**src/hw/csm_regs.svh**
```systemverilog
/*
 Register map, field positions, reset values and cycle counts of the
 chip-select match and option block.
 Assumes inclusion by bare name from files that use the block's constants.
*/
`ifndef CSM_REGS_SVH
`define CSM_REGS_SVH

// ----------------------------------------
// Map
// ----------------------------------------
`define CSM_NUM_SEL 12
`define CSM_BASE_OFS 8'h00
`define CSM_OPT_OFS 8'h40
`define CSM_PIN_OFS 8'h80
`define CSM_STAT_OFS 8'h84

// ----------------------------------------
// Reset values
// ----------------------------------------
`define CSM_BOOT_BASE_RST 16'h0007
`define CSM_BASE_RST 16'h0000
`define CSM_BOOT_OPT_RST 16'h7b70
`define CSM_OPT_RST 16'h0000
`define CSM_PIN_RST 24'h00_0003

// ----------------------------------------
// Base register fields
// ----------------------------------------
`define CSM_BASE_ADDR_HI 15
`define CSM_BASE_ADDR_LO 3
`define CSM_BASE_BLK_HI 2
`define CSM_BASE_BLK_LO 0

// ----------------------------------------
// Option register fields
// ----------------------------------------
`define CSM_OPT_MODE 15
`define CSM_OPT_BYTE_HI 14
`define CSM_OPT_BYTE_LO 13
`define CSM_OPT_RW_HI 12
`define CSM_OPT_RW_LO 11
`define CSM_OPT_STROBE_TIMING_SELECT 10
`define CSM_OPT_ACK_HI 9
`define CSM_OPT_ACK_LO 6
`define CSM_OPT_SPACE_HI 5
`define CSM_OPT_SPACE_LO 4
`define CSM_OPT_IPL_HI 3
`define CSM_OPT_IPL_LO 1
`define CSM_OPT_AUTO_VECTOR 0

// ----------------------------------------
// Termination
// ----------------------------------------
`define CSM_ACK_FAST 4'he
`define CSM_ACK_EXT 4'hf
`define CSM_TERM_BASE_CYC 5'h03
`define CSM_TERM_FAST_CYC 5'h02

`endif

```
**src/hw/csm_pkg.sv**
```systemverilog
/*
 Types shared by the chip-select match and option block.
 Assumes nothing of its surroundings.
*/
package csm_pkg;

   typedef enum logic [1:0] {
      CSM_IDLE = 2'b00,
      CSM_COUNT = 2'b01,
      CSM_HOLD = 2'b10
   } csm_term_t;

   typedef enum logic [1:0] {
      CSM_PIN_DISCRETE = 2'b00,
      CSM_PIN_ALT = 2'b01,
      CSM_PIN_CS8 = 2'b10,
      CSM_PIN_CS16 = 2'b11
   } csm_pin_t;

   typedef enum logic [1:0] {
      CSM_SP_CPU = 2'b00,
      CSM_SP_USER = 2'b01,
      CSM_SP_SUPER = 2'b10,
      CSM_SP_BOTH = 2'b11
   } csm_space_t;

endpackage

```
**src/hw/csm_match.sv**
```systemverilog
/*
 Combinational match of one bus cycle against one chip-select's base,
 option and pin assignment settings.
 Assumes the bus cycle signals are stable while the address strobe is low.
*/
`timescale 1ns/10ps
`include "csm_regs.svh"

module csm_match
   import csm_pkg::*;
(
   input wire logic [15:0] base,
   input wire logic [15:0] opts,
   input wire logic [1:0] pin_assign,
   input wire logic [23:0] bus_addr,
   input wire logic bus_read,
   input wire logic bus_cpu_space,
   input wire logic bus_supervisor,
   input wire logic bus_upper_lane,
   input wire logic bus_lower_lane,
   output logic hit
);

   // ----------------------------------------
   // Block size decode, mask over bits 23..11
   // ----------------------------------------
   function automatic logic [12:0] blk_mask(input logic [2:0] code);
      case (code)
         3'h0: blk_mask = 13'h1fff;
         3'h1: blk_mask = 13'h1ffc;
         3'h2: blk_mask = 13'h1ff8;
         3'h3: blk_mask = 13'h1fe0;
         3'h4: blk_mask = 13'h1fc0;
         3'h5: blk_mask = 13'h1f80;
         3'h6: blk_mask = 13'h1f00;
         default: blk_mask = 13'h1e00;
      endcase
   endfunction

   wire logic [12:0] eff_addr;
   wire logic [12:0] mask;
   wire logic addr_ok;
   wire logic [1:0] block_size_code_rw;
   wire logic rw_ok;
   wire logic [1:0] space;
   wire logic space_ok;
   wire logic [1:0] lanes;
   wire logic byte_ok;
   wire logic [2:0] irq_level_match;
   wire logic irq_ok;
   wire logic pin_is_cs;

   // Upper lines mirror bit 19 in normal operation
   assign eff_addr = {{4{bus_addr[19]}}, bus_addr[19:11]};
   assign mask = blk_mask(base[`CSM_BASE_BLK_HI:`CSM_BASE_BLK_LO]);
   assign addr_ok = ((eff_addr ^ base[`CSM_BASE_ADDR_HI:`CSM_BASE_ADDR_LO]) & mask) == 13'h0000;

   assign block_size_code_rw = opts[`CSM_OPT_RW_HI:`CSM_OPT_RW_LO];
   assign rw_ok = bus_read ? block_size_code_rw[0] : block_size_code_rw[1];

   assign space = opts[`CSM_OPT_SPACE_HI:`CSM_OPT_SPACE_LO];
   assign space_ok = (space == CSM_SP_USER && !bus_cpu_space && !bus_supervisor) ||
                     (space == CSM_SP_SUPER && !bus_cpu_space && bus_supervisor) ||
                     (space == CSM_SP_BOTH && !bus_cpu_space);

   assign lanes = opts[`CSM_OPT_BYTE_HI:`CSM_OPT_BYTE_LO];
   assign byte_ok = (pin_assign == CSM_PIN_CS8) ||
                    (pin_assign == CSM_PIN_CS16 &&
                     ((lanes[1] && bus_upper_lane) || (lanes[0] && bus_lower_lane)));
   assign pin_is_cs = pin_assign[1];

   assign irq_level_match = opts[`CSM_OPT_IPL_HI:`CSM_OPT_IPL_LO];
   assign irq_ok = (irq_level_match == 3'h0) || (irq_level_match == bus_addr[3:1]);

   // CPU-space selects act as acknowledge strobes, not memory selects
   assign hit = pin_is_cs && rw_ok && byte_ok &&
                ((space == CSM_SP_CPU) ? (bus_cpu_space && irq_ok) : (space_ok && addr_ok));

endmodule

```
**src/hw/csm_top.sv**
```systemverilog
/*
 Chip-select match and option block: APB register file, per-pin match,
 strobe timing and internal cycle termination.
 Assumes bus cycle signals come from logic on pclk; the external
 acknowledge arrives from a pin and is synchronised here.
*/
// The implementer's own choices: the register offsets and the APB register port.
`timescale 1ns/10ps
`include "csm_regs.svh"

module csm_top
   import csm_pkg::*;
(
   input wire logic pclk,
   input wire logic presetn,
   input wire logic psel,
   input wire logic penable,
   input wire logic pwrite,
   input wire logic [7:0] paddr,
   input wire logic [31:0] pwdata,
   output logic [31:0] prdata,
   output logic pready,
   output logic pslverr,
   input wire logic [23:0] bus_addr,
   input wire logic bus_read,
   input wire logic bus_cpu_space,
   input wire logic bus_supervisor,
   input wire logic bus_upper_lane,
   input wire logic bus_lower_lane,
   input wire logic address_strobe_n,
   input wire logic data_strobe_n,
   input wire logic peripheral_e_clock,
   input wire logic cycle_acknowledge_n,
   output logic [11:0] select_n,
   output logic cycle_done,
   output logic auto_vector_n
);

   // ----------------------------------------
   // Registers; index 0 is the boot select
   // ----------------------------------------
   logic [15:0] select_base_reg [0:11];
   logic [15:0] select_options_reg [0:11];
   logic [23:0] pin_assignment_reg;

   // ----------------------------------------
   // APB decode
   // ----------------------------------------
   wire logic access;
   wire logic base_sel;
   wire logic opt_sel;
   wire logic pin_sel;
   wire logic stat_sel;
   wire logic [3:0] reg_idx;
   wire logic idx_ok;
   wire logic mapped;
   wire logic wr_en;
   logic [31:0] rd_data;
   wire logic [31:0] status_word;

   assign access = psel && penable && !pready;
   assign reg_idx = paddr[5:2];
   assign idx_ok = reg_idx < 4'(`CSM_NUM_SEL);
   assign base_sel = (paddr[7:6] == 2'(`CSM_BASE_OFS >> 6)) && idx_ok && paddr[1:0] == 2'h0;
   assign opt_sel = (paddr[7:6] == 2'(`CSM_OPT_OFS >> 6)) && idx_ok && paddr[1:0] == 2'h0;
   assign pin_sel = paddr == `CSM_PIN_OFS;
   assign stat_sel = paddr == `CSM_STAT_OFS;
   assign mapped = base_sel || opt_sel || pin_sel || stat_sel;
   // Writes land at the edge where the master sees pready
   assign wr_en = psel && penable && pready && pwrite && !pslverr;

   always_comb begin
      rd_data = 32'h0000_0000;
      if (base_sel) begin
         rd_data = {16'h0000, select_base_reg[reg_idx]};
      end else if (opt_sel) begin
         rd_data = {16'h0000, select_options_reg[reg_idx]};
      end else if (pin_sel) begin
         rd_data = {8'h00, pin_assignment_reg};
      end else if (stat_sel) begin
         rd_data = status_word;
      end
   end

   always_ff @(posedge pclk or negedge presetn) begin
      if (!presetn) begin
         pready <= 1'b0;
         prdata <= 32'h0000_0000;
         pslverr <= 1'b0;
      end else begin
         pready <= access;
         prdata <= (access && !pwrite) ? rd_data : 32'h0000_0000;
         pslverr <= access && !mapped;
      end
   end

   genvar gi;
   generate
      for (gi = 0; gi < `CSM_NUM_SEL; gi = gi + 1) begin : g_regs
         always_ff @(posedge pclk or negedge presetn) begin
            if (!presetn) begin
               select_base_reg[gi] <= (gi == 0) ? `CSM_BOOT_BASE_RST : `CSM_BASE_RST;
               select_options_reg[gi] <= (gi == 0) ? `CSM_BOOT_OPT_RST : `CSM_OPT_RST;
            end else if (wr_en && reg_idx == 4'(gi)) begin
               if (base_sel) begin
                  select_base_reg[gi] <= pwdata[15:0];
               end
               if (opt_sel) begin
                  select_options_reg[gi] <= pwdata[15:0];
               end
            end
         end
      end
   endgenerate

   always_ff @(posedge pclk or negedge presetn) begin
      if (!presetn) begin
         pin_assignment_reg <= `CSM_PIN_RST;
      end else if (wr_en && pin_sel) begin
         pin_assignment_reg <= pwdata[23:0];
      end
   end

   // ----------------------------------------
   // External acknowledge synchroniser
   // ----------------------------------------
   logic ack_meta_n;
   logic ack_sync_n;

   always_ff @(posedge pclk or negedge presetn) begin
      if (!presetn) begin
         ack_meta_n <= 1'b1;
         ack_sync_n <= 1'b1;
      end else begin
         ack_meta_n <= cycle_acknowledge_n;
         ack_sync_n <= ack_meta_n;
      end
   end

   // ----------------------------------------
   // Match and strobe timing
   // ----------------------------------------
   wire logic as_active;
   wire logic [11:0] hit;
   wire logic [11:0] timing_ok;
   wire logic [11:0] next_select_n;

   assign as_active = !address_strobe_n;

   generate
      for (gi = 0; gi < `CSM_NUM_SEL; gi = gi + 1) begin : g_sel
         csm_match u_match (
            .base(select_base_reg[gi]),
            .opts(select_options_reg[gi]),
            .pin_assign(pin_assignment_reg[2*gi+1:2*gi]),
            .bus_addr(bus_addr),
            .bus_read(bus_read),
            .bus_cpu_space(bus_cpu_space),
            .bus_supervisor(bus_supervisor),
            .bus_upper_lane(bus_upper_lane),
            .bus_lower_lane(bus_lower_lane),
            .hit(hit[gi])
         );
         // Data strobe timing lets a write strobe be built
         assign timing_ok[gi] = select_options_reg[gi][`CSM_OPT_MODE] ?
                                (as_active && peripheral_e_clock) :
                                (select_options_reg[gi][`CSM_OPT_STROBE_TIMING_SELECT] ? !data_strobe_n : as_active);
         assign next_select_n[gi] = !(hit[gi] && timing_ok[gi] && as_active);

         a_strobe_match: assert property (@(posedge pclk) disable iff (!presetn)
            !select_n[gi] |-> $past(hit[gi]) && $past(as_active))
            else $error("strobe low without a full match");
         a_strobe_peripheral_e_clock: assert property (@(posedge pclk) disable iff (!presetn)
            (!select_n[gi] && $past(select_options_reg[gi][`CSM_OPT_MODE])) |-> $past(peripheral_e_clock))
            else $error("synchronous strobe outside E clock high");
         a_strobe_ds: assert property (@(posedge pclk) disable iff (!presetn)
            (!select_n[gi] && $past(!select_options_reg[gi][`CSM_OPT_MODE] &&
                                    select_options_reg[gi][`CSM_OPT_STROBE_TIMING_SELECT])) |-> $past(!data_strobe_n))
            else $error("data strobe timed select without data strobe");
         a_dir_qual: assert property (@(posedge pclk) disable iff (!presetn)
            !select_n[gi] |-> $past(bus_read ? select_options_reg[gi][`CSM_OPT_RW_LO] :
                                               select_options_reg[gi][`CSM_OPT_RW_HI]))
            else $error("strobe against disallowed direction");
         a_irq_level: assert property (@(posedge pclk) disable iff (!presetn)
            (!select_n[gi] && $past(bus_cpu_space) &&
             $past(select_options_reg[gi][`CSM_OPT_IPL_HI:`CSM_OPT_IPL_LO]) != 3'h0)
            |-> $past(bus_addr[3:1] == select_options_reg[gi][`CSM_OPT_IPL_HI:`CSM_OPT_IPL_LO]))
            else $error("acknowledge strobe at wrong level");
      end
   endgenerate

   // ----------------------------------------
   // Termination; lowest matching index wins
   // ----------------------------------------
   function automatic logic [3:0] first_hit(input logic [11:0] h);
      first_hit = 4'h0;
      for (int k = `CSM_NUM_SEL - 1; k >= 0; k--) begin
         if (h[k]) begin
            first_hit = 4'(k);
         end
      end
   endfunction

   wire logic [3:0] sel_idx;
   wire logic [15:0] sel_opts;
   wire logic sel_async;
   wire logic [3:0] cycle_acknowledge;
   wire logic [4:0] sel_len;
   wire logic int_term;
   wire logic ext_term;
   wire logic auto_vector_term;
   csm_term_t state;
   csm_term_t next_state;
   logic [4:0] cnt;
   logic [4:0] next_cnt;
   logic next_int_done;
   logic int_done;

   assign sel_idx = first_hit(hit);
   assign sel_opts = select_options_reg[sel_idx];
   assign sel_async = as_active && (hit != 12'h000) && !sel_opts[`CSM_OPT_MODE];
   assign cycle_acknowledge = sel_opts[`CSM_OPT_ACK_HI:`CSM_OPT_ACK_LO];
   assign sel_len = (cycle_acknowledge == `CSM_ACK_FAST) ? `CSM_TERM_FAST_CYC :
                    (5'(cycle_acknowledge) + `CSM_TERM_BASE_CYC);
   assign int_term = sel_async && cycle_acknowledge != `CSM_ACK_EXT;
   assign ext_term = sel_async && cycle_acknowledge == `CSM_ACK_EXT && !ack_sync_n;
   assign auto_vector_term = as_active && bus_cpu_space && (hit != 12'h000) &&
                      sel_opts[`CSM_OPT_SPACE_HI:`CSM_OPT_SPACE_LO] == CSM_SP_CPU &&
                      sel_opts[`CSM_OPT_AUTO_VECTOR];

   // A strobe negated mid-count aborts quietly
   always_comb begin
      next_state = state;
      next_cnt = cnt;
      next_int_done = 1'b0;
      case (state)
         CSM_IDLE: begin
            next_cnt = 5'h01;
            if (int_term) begin
               if (sel_len == `CSM_TERM_FAST_CYC) begin
                  next_int_done = 1'b1;
                  next_state = CSM_HOLD;
               end else begin
                  next_state = CSM_COUNT;
               end
            end
         end
         CSM_COUNT: begin
            if (!as_active) begin
               next_state = CSM_IDLE;
            end else if (cnt == sel_len - 5'h02) begin
               next_int_done = 1'b1;
               next_state = CSM_HOLD;
            end else begin
               next_cnt = cnt + 5'h01;
            end
         end
         CSM_HOLD: begin
            if (!as_active) begin
               next_state = CSM_IDLE;
            end
         end
         default: begin
            next_state = CSM_IDLE;
         end
      endcase
   end

   always_ff @(posedge pclk or negedge presetn) begin
      if (!presetn) begin
         state <= CSM_IDLE;
         cnt <= 5'h00;
         int_done <= 1'b0;
         cycle_done <= 1'b0;
         auto_vector_n <= 1'b1;
         select_n <= 12'hfff;
      end else begin
         state <= next_state;
         cnt <= next_cnt;
         int_done <= next_int_done;
         cycle_done <= next_int_done || ext_term;
         auto_vector_n <= !auto_vector_term;
         select_n <= next_select_n;
      end
   end

   assign status_word = {17'h0_0000, !auto_vector_n, state, ~select_n};

   // ----------------------------------------
   // Checks on termination and bus timing
   // ----------------------------------------
   logic [4:0] acc_cyc;

   always_ff @(posedge pclk or negedge presetn) begin
      if (!presetn) begin
         acc_cyc <= 5'h00;
      end else begin
         acc_cyc <= as_active ? ((acc_cyc == 5'h1f) ? acc_cyc : acc_cyc + 5'h01) : 5'h00;
      end
   end

   a_wait_len: assert property (@(posedge pclk) disable iff (!presetn)
      (int_done && cycle_acknowledge != `CSM_ACK_FAST) |-> acc_cyc == sel_len - 5'h01)
      else $error("internal termination at wrong wait count");
   a_fast_term: assert property (@(posedge pclk) disable iff (!presetn)
      (int_done && cycle_acknowledge == `CSM_ACK_FAST) |-> acc_cyc == 5'h01)
      else $error("fast termination not in second cycle");
   a_ext_wait: assert property (@(posedge pclk) disable iff (!presetn)
      (cycle_done && !int_done) |-> $past(ack_sync_n == 1'b0 && cycle_acknowledge == `CSM_ACK_EXT))
      else $error("external termination without acknowledge");
   a_cycle_end: assert property (@(posedge pclk) disable iff (!presetn)
      $past(address_strobe_n) |-> (select_n == 12'hfff && auto_vector_n))
      else $error("strobe held after bus cycle ended");
   a_auto_vector_cpu: assert property (@(posedge pclk) disable iff (!presetn)
      !auto_vector_n |-> $past(bus_cpu_space && as_active))
      else $error("autovector outside acknowledge cycle");
   a_apb_wait: assert property (@(posedge pclk) disable iff (!presetn)
      (psel && penable && !pready) |=> pready ##1 !pready)
      else $error("apb answer not one wait state");

endmodule

```
**config.mk**
```make
export PLATFORM = sky130hd
export DESIGN_NAME = csm_top
export DESIGN_NICKNAME = d
export VERILOG_FILES = /design/src/hw/csm_pkg.sv /design/src/hw/csm_match.sv /design/src/hw/csm_top.sv
export VERILOG_INCLUDE_DIRS = /design/src /design/src/hw
export SDC_FILE = /design/constraint.sdc
export NUM_CORES = 1
export LEC_CHECK = 0
export ABC_AREA = 1
export BUFFER_PORTS_ARGS = -buffer_cell sky130_fd_sc_hd__buf_4
export CORE_MARGIN = 8
export CORE_UTILIZATION = 60
export CTS_BUF_LIST = sky130_fd_sc_hd__clkbuf_4 sky130_fd_sc_hd__clkbuf_8 sky130_fd_sc_hd__clkbuf_16
export CTS_CLUSTER_DIAMETER = 120
export CTS_CLUSTER_SIZE = 10
export DETAILED_ROUTE_END_ITERATION = 10
export PLACE_DENSITY = 0.77
export SKIP_LAST_GASP = 1
export SYNTH_ARGS = -nofsm -noshare
export SYNTH_HDL_FRONTEND = slang
export SYNTH_SLANG_ARGS = --single-unit
```
**constraint.sdc**
```tcl
create_clock -name pclk -period 5.55 [get_ports pclk]
set_input_delay 1.11 -clock pclk [delete_from_list [all_inputs] [get_ports pclk]]
set_output_delay 1.11 -clock pclk [all_outputs]
set_load 0.01 [all_outputs]
```
# Yosys cells after proc, flatten, opt, wreduce, memory -nomap -nowiden
# Index checks and enable logic that the tools add are counted.
[classes] addsub=3 magnitude_cmp=3 eq_ne=170 muxes=101 n_bitwise=27 reduce_logical=383
[ops] operator="9-bit case mux with 7 select lines" count=12
[ops] operator="1-bit logical AND" count=214
[ops] operator="16-bit binary-select mux with 4-bit select" count=3
[ops] operator="13-bit bitwise AND" count=12
[ops] operator="13-bit logical NOT" count=12
[ops] operator="13-bit bitwise XOR" count=12
[ops] operator="32-bit two-way mux" count=4
[ops] operator="3-bit == test (second input constant)" count=36
[ops] operator="2-bit == test (second input constant)" count=49
[ops] operator="16-bit two-way mux" count=6
[ops] operator="3-bit by 2-bit == test with 1-bit output (second input constant)" count=24
[ops] operator="3-bit logical NOT" count=24
[ops] operator="1-bit logical OR" count=64
[ops] operator="1-bit two-way mux" count=52
[ops] operator="4-bit two-way mux" count=12
[ops] operator="2-bit AND reduction" count=24
[ops] operator="3-bit by 1-bit == test with 1-bit output (second input constant)" count=12
[ops] operator="3-bit == test" count=12
[ops] operator="2-bit logical NOT" count=16
[ops] operator="2-bit by 1-bit == test with 1-bit output (second input constant)" count=14
[ops] operator="4-bit == test (second input constant)" count=6
[ops] operator="1-bit logical NOT" count=24
[ops] operator="4-bit by 3-bit == test with 1-bit output (second input constant)" count=4
[ops] operator="8-bit == test (second input constant)" count=2
[ops] operator="24 further kinds" count=37
[totals] regBits=465 inputBits=78 elab_cells=722

# Depth between registers and ports, before layout
[logic_depth] depth_word=32 ltp_mapped=44 depth_no_buf=43

# Cells and area by module
# Synthesis repeated with hierarchy kept, for this count alone.
[hier_totals] hier_cells=3561 area_unflattened_um2=25514.5
[by_module_without_submodules] mod="csm_top" instances=1 cells_each=2349 area_each_um2=20514.7 seq_area_each_um2=11472.3
[by_module_without_submodules] mod="csm_match" instances=12 cells_each=101 area_each_um2=416.6 seq_area_each_um2=0.0

# Worst setup path before layout
# No wires, ideal clock.
[synth_path] kind="input-to-reg" startpoint="in bus_supervisor" endpoint="reg cnt[3]" setup_ns=0.117 arrival_time_ns=4.523 required_ns=5.433 slack_ns=0.910 cell_stages=31 n_path_buf=3 cell_sequence="buf_4 -> inv_2 -> buf_4 -> nor2_1 -> a211oi_1 -> nand4_1 -> o31ai_1 -> nand2_2 -> nand2_2 -> a21oi_2 -> inv_2 -> buf_4 -> nand3_1 -> nand3_1 -> nand3_1 -> nand2_2 -> inv_1 -> ha_1 -> nand3_4 -> nand3_2 -> ha_1 -> xor2_1 -> nand2_1 -> nor2_1 -> nand2_1 -> nor2_4 -> nand2_4 -> nand2_4 -> nand2_2 -> nand2_1 -> nand2_1"
[synth_via] elab_chain_len=29 elab_cells_between_ends=108
[synth_rtl] element="start, declared" line_no="csm_top.sv:27" text="input wire logic bus_supervisor,"
[synth_rtl] element="1-bit logical NOT" line_no="csm_match.sv:62" text="assign space_ok = (space == CSM_SP_USER && !bus_cpu_space && !bus_supervisor) ||"
[synth_rtl] element="1-bit logical AND" line_no="csm_match.sv:62"
[synth_rtl] element="1-bit logical OR" line_no="csm_match.sv:62"
[synth_rtl] element="1-bit logical OR" line_no="csm_match.sv:63" text="(space == CSM_SP_SUPER && !bus_cpu_space && bus_supervisor) ||"
[synth_rtl] element="1-bit logical AND" line_no="csm_match.sv:77" text="((space == CSM_SP_CPU) ? (bus_cpu_space && irq_ok) : (space_ok && addr_ok));"
[synth_rtl] element="1-bit two-way mux" line_no="csm_match.sv:77"
[synth_rtl] element="1-bit logical AND" line_no="csm_match.sv:76" text="assign hit = pin_is_cs && rw_ok && byte_ok &&"
[synth_rtl] element="4-bit two-way mux (11 in series)" line_no="csm_top.sv:198" text="if (h[k]) begin"
[synth_rtl] element="[2 not listed]"
[synth_rtl] element="16-bit binary-select mux with 4-bit select (*)" line_no="csm_top.sv:220" text="assign sel_opts = select_options_reg[sel_idx];"
[synth_rtl] element="16-bit two-way mux (implied by the code) (*) (2 in series)" line_no="csm_top.sv:220"
[synth_rtl] element="4-bit by 2-bit adder with 5-bit output (no line) / 4-bit == test (equally long branches)"
[synth_rtl] element="5-bit two-way mux (*)" line_no="csm_top.sv:223" text="assign sel_len = (cycle_acknowledge == `CSM_ACK_FAST) ? `CSM_TERM_FAST_CYC :"
[synth_rtl] element="5-bit by 2-bit subtractor with 5-bit output (*)" line_no="csm_top.sv:251" text="end else if (cnt == sel_len - 5'h02) begin"
[synth_rtl] element="5-bit == test (*)" line_no="csm_top.sv:251"
[synth_rtl] element="2-bit != test (no line) (*)"
[synth_rtl] element="3-bit AND reduction (no line) (*)"
[synth_rtl] element="end signal, assigned" line_no="csm_top.sv:279" text="cnt <= next_cnt;"
[synth_rtl] element="end, declared" line_no="csm_top.sv:214" text="logic [4:0] cnt;"
# Mark *: on every way between the ends. The rest lies on a longest branch, timed or not. The select of a mux whose other input is x is not followed.
# A chain may end at the register's enable or synchronous reset.

# Worst setup path after layout
[layout_path] startpoint="in bus_addr[11]" endpoint="reg cnt[3]"
[layout_via] elab_chain_len=28 elab_cells_between_ends=95
[layout_rtl] element="start, declared" line_no="csm_top.sv:24" text="input wire logic [23:0] bus_addr,"
[layout_rtl] element="13-bit bitwise XOR" line_no="csm_match.sv:56" text="assign addr_ok = ((eff_addr ^ base[`CSM_BASE_ADDR_HI:`CSM_BASE_ADDR_LO]) & mask) == 13'h0000;"
[layout_rtl] element="13-bit bitwise AND" line_no="csm_match.sv:56"
[layout_rtl] element="13-bit logical NOT" line_no="csm_match.sv:56"
[layout_rtl] element="1-bit logical AND" line_no="csm_match.sv:77"
[layout_rtl] element="1-bit two-way mux" line_no="csm_match.sv:77"
[layout_rtl] element="1-bit logical AND" line_no="csm_match.sv:76"
[layout_rtl] element="4-bit two-way mux (11 in series)" line_no="csm_top.sv:198"
[layout_rtl] element="4-bit two-way mux (*)" line_no="csm_top.sv:198"
[layout_rtl] element="4-bit NOT with 5-bit output (implied by the code) (*)" line_no="csm_top.sv:220"
[layout_rtl] element="16-bit binary-select mux with 4-bit select (*)" line_no="csm_top.sv:220"
[layout_rtl] element="16-bit two-way mux (implied by the code) (*) (2 in series)" line_no="csm_top.sv:220"
[layout_rtl] element="4-bit by 2-bit adder with 5-bit output (no line) / 4-bit == test (equally long branches)"
[layout_rtl] element="5-bit two-way mux (*)" line_no="csm_top.sv:223"
[layout_rtl] element="5-bit by 2-bit subtractor with 5-bit output (*)" line_no="csm_top.sv:251"
[layout_rtl] element="5-bit == test (*)" line_no="csm_top.sv:251"
[layout_rtl] element="2-bit != test (no line) (*)"
[layout_rtl] element="3-bit AND reduction (no line) (*)"
# Marked as above.

==> impl_metrics.tcl <==
set metrics [dict create \
    cp_data_arrival_time_ns 5.43 \
    finClkSkew_ns 0.0186 \
    post_cts_buffers 0 \
    cts_resized 0 \
    synthAdderAreaFrac_pct 0.256 \
    track_usage_pct 36.7 \
    tns_ns 0 \
    insertion_delay_ns 0.61 \
    worst_hold_slack_ns 0.360 \
    final_nets 3165 \
    peakVddDrop_mv 0.248 \
    io_pins 126 \
    power.density_nw_per_um2 268 \
    pwr-share-seq_pct 46.1 \
    synth_compound_area_share_pct 20.4 \
    rsz0062_at_grt "no" \
    final_cell_mix "nand2_1 (750), o21ai_0 (515), dfrtp_1 (428)" \
    run_status "completed" \
    reg2regPathDepth 37 \
    syn_to_final_growth_pct 11.4 \
    start_kind "primary input" \
    setup_violations 0 \
    synth_area_leaders "dfrtp_1 (44%), nand2_1 (12%), o21ai_0 (11%)" \
    use_met2_pct 52.6 \
    p_leak_nw 11.9 \
    avgRoutedWirePerCell_microns 24.1 \
    path_buf_inv 5 \
    hold_path.class "reg -> reg" \
    synth.avg_cell_area_sq_um 8.01 \
    combPwrFrac_pct 9.1 \
    crit_top_cell "nand2_1" \
    portBuffers 97 \
    min_from "ack_meta_n" \
    power.switching_w 0.00187 \
    synth.top_cell.area_share_pct 43.9 \
    dr.pass1.iters 7 \
    core-area_sq_um 40600 \
    async_flop_share_pct 100 \
    maxSlewHeadroom_pct 15.1 \
    std_cell_rows 74 \
    die-width_microns 218 \
    worstSetupPathType "in -> reg" \
    cts_tree "built" \
    grt_use_met3_pct 10.8 \
    synth_top_family_by_area "simple AND/OR/NAND/NOR gates" \
    met1_usage_pct 49.7 \
    h-tree-depth 2 \
    worst-slew-pin-transition_ns 1.27 \
    gr-total-overflow 0 \
    first_iter_violations 3515 \
    vias_per_cell 6.51 \
    rrSetupSlack_ns 0.87 \
    cts_hold_buf 0 \
    clockBufferDepth 3 \
    syn_inst 3048 \
    rr_endpoint "cnt[3]" \
    worst_setup_path_end_kind "flop" \
    top_usage_layer "met2" \
    antenna_found_initial 2 \
    critical-path-max-stage-delay_ns 0.32 \
    max_freq_mhz 202 \
    drv_slew 0 \
    crit_slowest_cell "a21oi_2" \
    ys_types 64 \
    layout_commonest_cell "nand2_1" \
    drive_gt1_share_pct 12.5 \
    hpwl_microns 59800 \
    fin_crit_sh_pct 89.1 \
    place.gp.congestion 1.03 \
    cts.clk_slew.worst_paths_ns 0.06 \
    numCtsBuffers 51 \
    p_sw_share_pct 25.6 \
    hold_violations 0 \
    start_util_pct 60.2 \
    synthMuxAreaShare_pct 0.323 \
    chipHeight_microns 218 \
    first_global_vias 22400 \
    antennaDiodeCount 0 \
    synth-simple-area-share_pct 21.0 \
    yosysTopAreaCell "dfrtp_1" \
    drc 0 \
    clock-sinks 457 \
    yosysSeqAreaShare_pct 47.0 \
    clockPowerShare_pct 44.7 \
    synth_xor_area_share_pct 4.01 \
    synth_area_sq_um 24400 \
    r2r-start "select_base_reg[63]" \
    p_int_w 0.00542 \
    synth_edf_count 0 \
    critPathLaunch "bus_addr[11]" \
    wirelength_microns 88000 \
    yosysWarnings 0 \
    synthFlopType "dfrtp_1" \
    drv_cap 0 \
    cts_root_buffer "clkbuf_16" \
    period_minus_slack_ns 4.94 \
    grt_max_degree 122 \
    vias 23700 \
    grt_pass1_wl_microns 134000 \
    die_area_sq_um 47400 \
    min_to "ack_sync_n" \
    ys_ff_latch 457 \
    cp_max_fo 12 \
    path_delay_family "simple AND/OR/NAND/NOR gates" \
    crit_required_ns 6.03 \
    hold_path_depth 0 \
    ant_nets 0 \
]
## cell type report
class	count	area [sq um]
fillers	3445	13300
repair buffers	187	1500
inverters	196	736
clock inverters	1	5.00
clock buffers	83	1550
multi-input cells	2189	11300
well taps	532	666
flip-flops and latches	457	11500
## power by group through the flow
stage               combinational, W  sequential [W]  clock (W)
floorplan                   0.000341         0.00342          0
detailed placement          0.000639         0.00342          0
CTS                         0.000643         0.00336    0.00327
global route                0.000703         0.00336    0.00340
global placement            0.000629         0.00342          0
finish                      0.000665         0.00336    0.00326
## worst max path at each step
stage,endpoint,slack [ns],cells past startpoint
after floorplan,cnt[3],0.91,31
after global placement,cnt[2],0.19,35
after detailed placement,cnt[2],0.14,35
after CTS,cnt[2],0.74,35
after global routing,cnt[3],0.29,39
final,cnt[3],0.61,34
## worst reg2reg max path: cells and delay by family (launching register included)
kind	cells	cell delay, ns
fa+ha+maj	1	0.27
compound gates	2	0.45
flops	1	0.42
buf+inv	2	0.32
xor+xnor	1	0.16
simple gates	31	2.97
## Yosys cell counts (4+ instances only)
| library cell | count |
|---|---|
| clkbuf_1 | 156 |
| or2_2 | 12 |
| inv_1 | 179 |
| nand2_4 | 5 |
| dfstp_2 | 29 |
| o41ai_1 | 6 |
| nand3b_1 | 4 |
| a31oi_1 | 11 |
| a22oi_1 | 8 |
| nand3_2 | 6 |
| mux2_2 | 7 |
| ha_1 | 5 |
| nand2_2 | 19 |
| o22ai_1 | 139 |
| o21ai_0 | 515 |
| a221oi_1 | 26 |
| o21ai_1 | 13 |
| buf_6 | 16 |
| a21oi_1 | 55 |
| xor2_1 | 40 |
| o211ai_1 | 22 |
| xnor2_1 | 70 |
| a41oi_1 | 4 |
| nor3_1 | 11 |
| o31ai_1 | 7 |
| nand3_1 | 163 |
| dfrtp_1 | 428 |
| o221ai_1 | 5 |
| nand4_1 | 57 |
| a211oi_1 | 11 |
| o2111ai_1 | 11 |
| clkinv_1 | 5 |
| buf_4 | 17 |
| buf_2 | 7 |
| nand2_1 | 752 |
| inv_2 | 12 |
| a22o_1 | 6 |
| nor2_1 | 143 |
| buf_1 | 17 |
## per-stage QoR
| stage | utilization (%) | area [sq um] | total power (W) | setup WS [ns] | std cells |
|---|---|---|---|---|---|
| floorplan | - | 24500 | 0.00376 | 0.910 | 3055 |
| detailed placement | 63.3 | 25700 | 0.00406 | 0.143 | 3561 |
| global placement | 63.3 | 25700 | 0.00405 | 0.187 | 3561 |
| global route | 67.1 | 27200 | 0.00746 | 0.290 | 3645 |
| finish | 67.1 | 27200 | 0.00728 | 0.607 | 3645 |
| CTS | 67.1 | 27200 | 0.00727 | 0.741 | 3645 |
## cells by family (layout without fill, tap and decap cells)
logic type / after synthesis / after routing
AOI/OAI and AO/OA: 865 / 865
muxes: 7 / 7
xor gates and xnor gates: 111 / 111
buffers and inverters: 409 / 467
other: 1 / 8
and+or+nand+nor: 1193 / 1193
DFF: 457 / 457
adders and majority gates: 5 / 5
## metal layers
| layer | vias to the layer above | part of all wire (%) |
|---|---|---|
| met1 | 11300 | 38 |
| met2 | 1654 | 42 |
| met4 | 2 | 5.9 |
| met3 | 303 | 14 |
| li1 | 10400 | - |
| met5 | - | 0.011 |
No activity file was read; power rests on OpenSTA's default activity.
